<file path="src/hdl/relay_consts.svh">
// constants for the relay decision block
// assumes a 50 MHz pclk and a 32-bit apb master
`ifndef RELAY_CONSTS_SVH
`define RELAY_CONSTS_SVH
// ==========================================
// register byte offsets
`define OFF_CTRL     8'h00
`define OFF_FS_TIMER 8'h04
`define OFF_STATUS   8'h08
`define OFF_SPAN     8'h0C
`define OFF_RLY_BASE 8'h20
`define RLY_STRIDE   8'h10
`define RLY_CFG      4'h0
`define RLY_ON       4'h4
`define RLY_OFF      4'h8
// ==========================================
// ctrl field positions
`define CTRL_PROG    0
`define CTRL_FSL_LO  1
`define CTRL_TEST_EN 3
`define CTRL_TSEL_LO 4
// relay cfg field positions
`define CFG_INV      4
`define CFG_FSA_LO   5
// ==========================================
// reset values and sizes
`define NUM_RELAYS   6
`define FS_MS_RST    16'h0064
`define SPAN_RST     16'h03E8
`define HYS_PCT      17'sd2
// ==========================================
// timing
`define CLK_NS       20
`define MS_NS        1000000
`define MS_CYC       (`MS_NS / `CLK_NS)
`define PULSE_MS     16'h00C8
`endif

</file>
<file path="src/hdl/relay_pkg.sv">
// types for the relay decision block
// assumes relay_consts.svh is included by the user of these types
package relay_pkg;
    // ==========================================
    // relay function codes
    typedef enum logic [3:0] {
        FN_OFF   = 4'h0,
        FN_LVL   = 4'h1,
        FN_INB   = 4'h2,
        FN_OOB   = 4'h3,
        FN_RATE  = 4'h4,
        FN_TEMP  = 4'h5,
        FN_LOE   = 4'h6,
        FN_PUMP  = 4'h7,
        FN_TOTAL = 4'h8,
        FN_TIMED = 4'h9
    } relay_func_t;
    // per-relay failsafe reaction
    typedef enum logic [1:0] {
        FSA_FOLLOW = 2'h0,
        FSA_HOLD   = 2'h1,
        FSA_COILOFF = 2'h2,
        FSA_COILON = 2'h3
    } fs_action_t;
    // failsafe material level
    typedef enum logic [1:0] {
        FSL_HOLD = 2'h0,
        FSL_HIGH = 2'h1,
        FSL_LOW  = 2'h2
    } fs_level_t;
    // ==========================================
    typedef struct packed {
        relay_func_t        func;
        logic               inv;
        fs_action_t         fsa;
        logic signed [15:0] on_sp;
        logic signed [15:0] off_sp;
    } relay_cfg_t;
    typedef struct packed {
        logic [31:0]          prdata;
        logic                 pready;
        logic                 pslverr;
        logic                 prog;
        fs_level_t            fs_level;
        logic                 test_en;
        logic [2:0]           test_sel;
        logic [15:0]          fs_ms;
        logic [15:0]          span;
        relay_cfg_t [5:0]     cfg;
        logic [15:0]          ms_cnt;
        logic [15:0]          fs_cnt;
        logic                 fs_exp;
        logic [5:0]           act;
        logic [5:0]           coil;
        logic [5:0][15:0]     tcnt;
        logic [5:0]           tphase;
    } relay_state_t;
endpackage : relay_pkg

</file>
<file path="src/hdl/relay_ctrl.sv">
// relay decision logic: setpoints, failsafe, program mode, coil drive
// assumes measurements and echo flags come from logic on pclk
//
// The implementer's own choices: the APB register port and the register addresses.
`include "relay_consts.svh"

// Functional notes
// in-bounds alarm active inside setpoint zone
// out-of-bounds alarm active outside zone
// rate alarm on at ON, off at OFF
// software gives emptying setpoints as negatives
// temperature alarm switches with setpoint hysteresis
// loss of echo on expiry, echo clears
// pump down/up switch at ON and OFF
// totalizer relay pulses 200 ms closures
// ON above OFF means high/down direction
// software keeps ON and OFF unequal
// bounds alarms use 2 percent span hysteresis
// failsafe level drives alarms, pumps normal
// program mode stops pumps, alarms hold
// alarm relay coil energized when quiet
// control relay coil energized when active
// invert setting reverses output sense
// per-relay failsafe: follow, hold, off, on
// wiring test forces chosen relay active
// timed relay: interval then duration
// level alarm switches with setpoint hysteresis
// failsafe timer runs during error
// reached means equal or past; hold between
module relay_ctrl #(
    parameter int MS_CYCLES = `MS_CYC
) (
    input  wire logic               pclk,
    input  wire logic               presetn,
    input  wire logic               psel,
    input  wire logic               penable,
    input  wire logic               pwrite,
    input  wire logic [7:0]         paddr,
    input  wire logic [31:0]        pwdata,
    output logic      [31:0]        prdata,
    output logic                    pready,
    output logic                    pslverr,
    input  wire logic signed [15:0] level,
    input  wire logic signed [15:0] rate_of_change,
    input  wire logic signed [15:0] temperature,
    input  wire logic               echo_valid,
    input  wire logic               echo_error,
    input  wire logic [5:0]         count_pulse,
    output logic      [5:0]         relay_coil
);
    relay_pkg::relay_state_t s, n;
    logic [5:0] norm;
    logic [5:0] high_dir;
    logic       tick;

    // ==========================================
    // millisecond tick shared by timers
    assign tick = (s.ms_cnt == 16'(MS_CYCLES - 1));

    // ==========================================
    // per-relay setpoint evaluation
    genvar g;
    for (g = 0; g < `NUM_RELAYS; g++) begin : g_rly
        relay_pkg::relay_cfg_t c;
        logic signed [15:0] v;
        logic signed [16:0] lo, hi, hy;
        logic               hit_on, hit_off;
        assign c = s.cfg[g];
        assign high_dir[g] = (c.on_sp > c.off_sp);
        // pick the process value for this function
        always_comb begin
            unique case (c.func)
                relay_pkg::FN_RATE: v = rate_of_change;
                relay_pkg::FN_TEMP: v = temperature;
                default:            v = level;
            endcase
        end
        // reached means equal or passed, in either direction
        assign hit_on  = high_dir[g] ? (v >= c.on_sp)
                                     : (v <= c.on_sp);
        assign hit_off = high_dir[g] ? (v <= c.off_sp)
                                     : (v >= c.off_sp);
        // fixed band around each bound zone edge
        assign hy = 17'(($signed({1'b0, s.span}) * `HYS_PCT) / 100);
        assign lo = high_dir[g] ? 17'(c.off_sp) : 17'(c.on_sp);
        assign hi = high_dir[g] ? 17'(c.on_sp) : 17'(c.off_sp);
        // next activity in normal running
        always_comb begin
            norm[g] = s.act[g];
            unique case (c.func)
                relay_pkg::FN_LVL, relay_pkg::FN_RATE,
                relay_pkg::FN_TEMP, relay_pkg::FN_PUMP: begin
                    if (hit_on)
                        norm[g] = 1'b1;
                    else if (hit_off)
                        norm[g] = 1'b0;
                end
                relay_pkg::FN_INB: begin
                    if (17'(v) >= lo + hy && 17'(v) <= hi - hy)
                        norm[g] = 1'b1;
                    else if (17'(v) < lo - hy || 17'(v) > hi + hy)
                        norm[g] = 1'b0;
                end
                relay_pkg::FN_OOB: begin
                    if (17'(v) < lo - hy || 17'(v) > hi + hy)
                        norm[g] = 1'b1;
                    else if (17'(v) >= lo + hy && 17'(v) <= hi - hy)
                        norm[g] = 1'b0;
                end
                relay_pkg::FN_LOE:   norm[g] = s.fs_exp;
                relay_pkg::FN_TOTAL: norm[g] = (s.tcnt[g] != 16'h0000);
                relay_pkg::FN_TIMED: norm[g] = s.tphase[g];
                default:             norm[g] = 1'b0;
            endcase
        end
    end

    // ==========================================
    // next state: apb slave, timers, relay outputs
    always_comb begin
        logic       wr, alarm, ctl, fs, tst;
        logic [5:0] ri;
        logic [3:0] ro;
        n        = s;
        wr       = psel && penable && s.pready && pwrite;
        ri       = 6'(paddr[7:4] - 4'h2);
        ro       = paddr[3:0];
        alarm    = 1'b0;
        ctl      = 1'b0;
        fs       = 1'b0;
        tst      = 1'b0;
        n.pready = 1'b0;
        // setup cycle: no wait state, answer with data in the access cycle
        if (psel && !penable) begin
            n.pready  = 1'b1;
            n.pslverr = 1'b0;
            n.prdata  = 32'h0000_0000;
            unique case (paddr)
                `OFF_CTRL:     n.prdata = {25'h0, s.test_sel, s.test_en,
                                           s.fs_level, s.prog};
                `OFF_FS_TIMER: n.prdata = {16'h0, s.fs_ms};
                `OFF_STATUS:   n.prdata = {19'h0, s.fs_exp, s.act, s.coil};
                `OFF_SPAN:     n.prdata = {16'h0, s.span};
                default: begin
                    if (paddr >= `OFF_RLY_BASE && ri < 6'(`NUM_RELAYS)
                        && ro == `RLY_CFG)
                        n.prdata = {25'h0, s.cfg[ri].fsa, s.cfg[ri].inv,
                                    s.cfg[ri].func};
                    else if (paddr >= `OFF_RLY_BASE
                             && ri < 6'(`NUM_RELAYS) && ro == `RLY_ON)
                        n.prdata = {16'h0, s.cfg[ri].on_sp};
                    else if (paddr >= `OFF_RLY_BASE
                             && ri < 6'(`NUM_RELAYS) && ro == `RLY_OFF)
                        n.prdata = {16'h0, s.cfg[ri].off_sp};
                    else
                        n.pslverr = 1'b1;
                end
            endcase
        end
        // writes land only at the completing edge; status is read-only
        if (wr && !s.pslverr) begin
            unique case (paddr)
                `OFF_CTRL: begin
                    n.prog     = pwdata[`CTRL_PROG];
                    n.fs_level = relay_pkg::fs_level_t'(
                                     pwdata[`CTRL_FSL_LO +: 2]);
                    n.test_en  = pwdata[`CTRL_TEST_EN];
                    n.test_sel = pwdata[`CTRL_TSEL_LO +: 3];
                end
                `OFF_FS_TIMER: n.fs_ms = pwdata[15:0];
                `OFF_SPAN:     n.span  = pwdata[15:0];
                `OFF_STATUS:   n.fs_ms = s.fs_ms;
                default: begin
                    if (ro == `RLY_CFG) begin
                        n.cfg[ri].func = relay_pkg::relay_func_t'(
                                             pwdata[3:0]);
                        n.cfg[ri].inv  = pwdata[`CFG_INV];
                        n.cfg[ri].fsa  = relay_pkg::fs_action_t'(
                                             pwdata[`CFG_FSA_LO +: 2]);
                    end else if (ro == `RLY_ON)
                        n.cfg[ri].on_sp = pwdata[15:0];
                    else
                        n.cfg[ri].off_sp = pwdata[15:0];
                end
            endcase
        end
        // millisecond prescaler
        n.ms_cnt = tick ? 16'h0000 : s.ms_cnt + 16'h0001;
        // failsafe timer: a valid echo wins and restarts it
        if (echo_valid) begin
            n.fs_cnt = 16'h0000;
            n.fs_exp = 1'b0;
        end else if (echo_error && !s.fs_exp && tick) begin
            if (s.fs_cnt + 16'h0001 >= s.fs_ms)
                n.fs_exp = 1'b1;
            else
                n.fs_cnt = s.fs_cnt + 16'h0001;
        end
        // relay outcome, one pass per relay
        for (int i = 0; i < `NUM_RELAYS; i++) begin
            // pulse and interval timers run in ms steps
            if (s.cfg[i].func == relay_pkg::FN_TOTAL) begin
                if (s.tcnt[i] == 16'h0000 && count_pulse[i])
                    n.tcnt[i] = `PULSE_MS;
                else if (s.tcnt[i] != 16'h0000 && tick)
                    n.tcnt[i] = s.tcnt[i] - 16'h0001;
            end else if (s.cfg[i].func == relay_pkg::FN_TIMED) begin
                if (tick) begin
                    if (s.tcnt[i] + 16'h0001 >= (s.tphase[i]
                        ? s.cfg[i].off_sp : s.cfg[i].on_sp)) begin
                        n.tcnt[i]   = 16'h0000;
                        n.tphase[i] = !s.tphase[i];
                    end else
                        n.tcnt[i] = s.tcnt[i] + 16'h0001;
                end
            end else begin
                n.tcnt[i]   = 16'h0000;
                n.tphase[i] = 1'b0;
            end
            unique case (s.cfg[i].func)
                relay_pkg::FN_LVL, relay_pkg::FN_INB, relay_pkg::FN_OOB,
                relay_pkg::FN_RATE, relay_pkg::FN_TEMP,
                relay_pkg::FN_LOE:  alarm = 1'b1;
                default:            alarm = 1'b0;
            endcase
            ctl = (s.cfg[i].func != relay_pkg::FN_OFF) && !alarm;
            tst = s.test_en && (s.test_sel == 3'(i));
            fs  = s.fs_exp && (s.cfg[i].func != relay_pkg::FN_LOE);
            n.act[i] = norm[i];
            // failsafe: alarms follow the material level, pumps carry on
            if (fs && alarm && s.cfg[i].fsa == relay_pkg::FSA_FOLLOW) begin
                unique case (s.fs_level)
                    relay_pkg::FSL_HIGH: n.act[i] = high_dir[i];
                    relay_pkg::FSL_LOW:  n.act[i] = !high_dir[i];
                    default:             n.act[i] = s.act[i];
                endcase
            end else if (fs && s.cfg[i].fsa == relay_pkg::FSA_HOLD)
                n.act[i] = s.act[i];
            // program mode parks pumps and holds alarms at their last state
            if (s.prog)
                n.act[i] = alarm ? s.act[i] : 1'b0;
            if (tst)
                n.act[i] = 1'b1;
            // coil sense: alarms idle energized, controls idle off
            if (alarm)
                n.coil[i] = !n.act[i];
            else
                n.coil[i] = ctl && n.act[i];
            n.coil[i] = n.coil[i] ^ s.cfg[i].inv;
            // forced coil states bypass the sense, except under test or in program mode
            if (fs && !tst && !s.prog
                && s.cfg[i].fsa == relay_pkg::FSA_COILOFF)
                n.coil[i] = 1'b0;
            else if (fs && !tst && !s.prog
                     && s.cfg[i].fsa == relay_pkg::FSA_COILON)
                n.coil[i] = 1'b1;
        end
    end

    // ==========================================
    // state register
    always_ff @(posedge pclk or negedge presetn) begin
        if (!presetn) begin
            s          <= '0;
            s.fs_ms    <= `FS_MS_RST;
            s.span     <= `SPAN_RST;
        end else begin
            s <= n;
        end
    end

    assign prdata     = s.prdata;
    assign pready     = s.pready;
    assign pslverr    = s.pslverr;
    assign relay_coil = s.coil;

    logic quiet0;
    assign quiet0 = !s.fs_exp && !s.prog && !s.test_en && !s.cfg[0].inv;
    logic quiet2;
    assign quiet2 = !s.fs_exp && !s.prog && !s.test_en && !s.cfg[2].inv;
endmodule : relay_ctrl

</file>
<file path="config.mk">
export PLATFORM = sky130hd
export DESIGN_NAME = relay_ctrl
export DESIGN_NICKNAME = d
export VERILOG_FILES = /design/src/hdl/relay_pkg.sv /design/src/hdl/relay_ctrl.sv
export VERILOG_INCLUDE_DIRS = /design/src /design/src/hdl
export SDC_FILE = /design/constraint.sdc
export NUM_CORES = 2
export LEC_CHECK = 0
export ABC_AREA = 0
export BUFFER_PORTS_ARGS = -buffer_cell sky130_fd_sc_hd__buf_2
export CAP_MARGIN = 20
export CORE_ASPECT_RATIO = 0.9
export CORE_UTILIZATION = 30
export DETAILED_ROUTE_END_ITERATION = 12
export GPL_ROUTABILITY_DRIVEN = 0
export PLACE_DENSITY_LB_ADDON = 0.1
export SETUP_SLACK_MARGIN = 0.05
export SYNTH_ARGS = -nofsm -noshare
export SYNTH_HDL_FRONTEND = slang
export SYNTH_SLANG_ARGS = --single-unit
</file>
<file path="constraint.sdc">
create_clock -name pclk -period 29.4 [get_ports pclk]
set_clock_uncertainty 0.15 [all_clocks]
set_input_delay 0 -clock pclk [delete_from_list [all_inputs] [get_ports pclk]]
set_output_delay 0 -clock pclk [all_outputs]
set_load 0.01 [all_outputs]
</file>
==> flow_summary.ini <==
[layout]
layout.cells.non_filler = 10417
fin_util_pct = 33.6
drive_gt1_share_pct = 7.99
area_delta_synth_final_pct = 10.7
nets = 8887

[power]
power_mw = 4.97
p_leak_nw = 32.5
switchingPower_mw = 2.39
ir_worst_vdd_v = 0.0000557
sequentialPowerShare_pct = 13.0
p_clk_share_pct = 16.3
combPwrFrac_pct = 70.7
sw_frac_of_total_pct = 48.0
p_int_mw = 2.59
power_density_nw_per_um2 = 73.4

[setup_path]
arrival_ps = 16860
rr_worst_depth = 59
endpoint_kind = flop
worstSetupPathType = flop to flop
timing.rr.start = s[392]
crit_required_ps = 29850
crit_top_cell = buf_4
ff2ff_setup_slack_ps = 12990
cp-start-kind = flop
crit_slowest_cell = dfrtp_1
r2r-end = relay_coil[0]
max_stage_delay_ps = 990
crit_fanout = 26

[job]
cap_violations = 0

[logic_synthesis]
async_flop_share_pct = 100
yosysUniqueCellTypes = 118
ys_seq_area_share_pct = 17.9
synth_warnings = 0
syn_area_um2 = 61200
syn_inst = 7635
synth_area_per_cell_um2 = 8.02
synth_ff_type = dfrtp_1
synth_edf_count = 0
synth-seq-cells = 438

[global_routing]
grt_pass1_vias = 54651
track_usage_pct = 26.4
grt_antenna_before_repair = 29
grt-ovfl-total = 0
grt_pass1_wl_um = 396000
grt_max_degree = 126

[route]
ant_nets = 0
drc = 0
drt_first_pass_iters = 8
vias = 57809
drt-initial-drc-count = 5993
avgViaCountPerCell = 5.55
drt-total-wl_um = 278000
wl_per_cell_um = 26.7

[floorplan]
dieArea_um2 = 206000
die_w_um = 478
die_y_um = 431
row_count = 156
core_area_um2 = 202000
pin_count = 141
start_util_pct = 30.3

[timing]
min_period_over_period_pct = 55.8
slew-limit-headroom_pct = 24.7
fin_hold_ws_ps = 88.9
tns_ps = 0
worst_slew_pin_slew_ps = 1130
slew_viol_final = 0
fmax_mhz = 60.9
timing.final.crit_period_ps = 16410
setup_viol = 0
rsz0062_at_grt = no
hold_viol_final = 0

[outcome]
outcome = finished clean

[min_path]
hp-start = paddr[2]
min_to = prdata[2]
holdPathStages = 5
hold_path.class = input port to flop

[cts]
cts_root_buf = clkbuf_16
htreeDepth = 2
clk_pin_slew_worst_paths_ps = 70
cts_setup_buffers = 0
clock_sinks = 438
clk_path_buf_depth = 3
numCtsBuffers = 60
cts_tree = done
clk_latency_ps = 740

[place]
place_hpwl_um = 217000
dp.cells = 10246
port_buffers = 108
-- flip-flops by register name, summed over array words and instances (netlist names) --
signal / cells
g_rly.c: 234
prdata: 16
pready: 1
pslverr: 1
relay_coil: 6
s: 180
-- metal layers --
metal / GRT usage, % / up-vias / part of all wire, % / wire [um]
li1: - / 27498 / - / -
met5: 0 / - / 0.0097 / 27
met1: 38.8 / 28183 / 49 / 135000
met2: 38.6 / 1716 / 41 / 114000
met3: 2.45 / 408 / 5.5 / 15200
met4: 11.6 / 4 / 5.0 / 14000
-- layout make-up --
cell class	count	area (um^2)
fill	21384	134000
multi-input combinational	6382	47200
sequential	438	11000
tap	2686	3360
timing repair buffer	339	2500
clock buffer	89	1730
inverter	455	1710
clock inverter	23	352
antenna	5	12.5
-- power by group through the flow --
stage	clock, mW	sequential [mW]	combinational, mW
6_report	0.811	0.648	3.52
5_1_grt	0.848	0.646	3.97
4_1_cts	0.828	0.646	3.52
3_5_place_dp	0	0.657	3.49
3_3_place_gp	0	0.657	3.47
2_1_floorplan	0	0.636	2.61
-- cells in the final DEF (no fill, tap or decap), types with 140 or more instances in the layout --
master,count
ha_1,1086
nand2_1,698
o21ai_0,676
a21oi_1,598
nor2_1,528
inv_1,451
dfrtp_1,429
xnor2_1,349
mux2i_1,245
a21o_1,196
o21bai_1,181
buf_4,176
o21a_1,160
nand3_1,147
xor2_1,140
-- worst max path at each step --
stage	startpoint	endpoint	cells after the start
finish	s[392]	relay_coil[0]	59
global route	s[392]	relay_coil[0]	58
CTS	s[392]	relay_coil[0]	58
detailed placement	s[392]	relay_coil[0]	58
global placement	s[392]	relay_coil[0]	59
floorplan	s[396]	relay_coil[0]	55
-- cells by family (layout without fill, tap and decap cells) --
group	Yosys count	after routing	share of synthesized area, %
adder cells (fa/ha/maj)	1120	1120	23.1
AO/OA/AOI/OAI	2271	2271	23.1
AND/OR/NAND/NOR	2114	2114	16.3
XOR/XNOR	489	489	7.00
buffers and inverters	830	906	5.43
flip-flops	438	438	17.9
multiplexers	372	372	7.08
other	1	21	0.00613
-- critical path: cells and delay by family, from the launching register on --
kind | cells | cell delay [ps]
AOI/OAI and AO/OA | 27 | 6750
buffers and inverters | 7 | 2730
and+or+nand+nor | 13 | 2630
adders and majority gates | 4 | 1160
muxes | 4 | 1010
DFF | 1 | 990
xor gates and xnor gates | 4 | 740
-- synthesized netlist by cell type (36+ instances only) --
cell type	n	share of area, %
nor2_1	544	3.3
o21bai_1	182	2.2
a21o_1	196	2.4
mux4_2	39	1.4
xnor2_1	349	5.0
nand2_1	700	4.3
o21a_1	161	2.0
nor4_1	36	0.37
a31oi_1	36	0.37
buf_4	42	0.52
buf_1	36	0.22
o22ai_1	37	0.38
clkbuf_1	281	1.7
mux2_2	86	1.6
inv_1	451	2.8
nand4_1	128	1.3
nor2b_1	118	1.2
nand3_1	148	1.2
a21oi_1	605	4.9
dfrtp_1	429	18
nor3_1	94	0.77
and3_1	71	0.73
ha_1	1086	22
mux2i_1	245	4.0
a22oi_1	49	0.60
o21ai_0	678	5.5
xor2_1	140	2.0
nand2b_1	131	1.3
-- per-stage QoR --
step	setup WS, ps	area (um^2)
floorplan	16860	61300
global placement	13340	65100
detailed placement	13230	65100
CTS	13140	67700
global route	12030	67800
finish	12990	67800
-- timing repair --
item / CTS / global route
resized for setup: 0 / 0
hold endpoints to repair: 501 / 0
hold buffers: 48 / 0
Power figures use the tool's default switching activity.
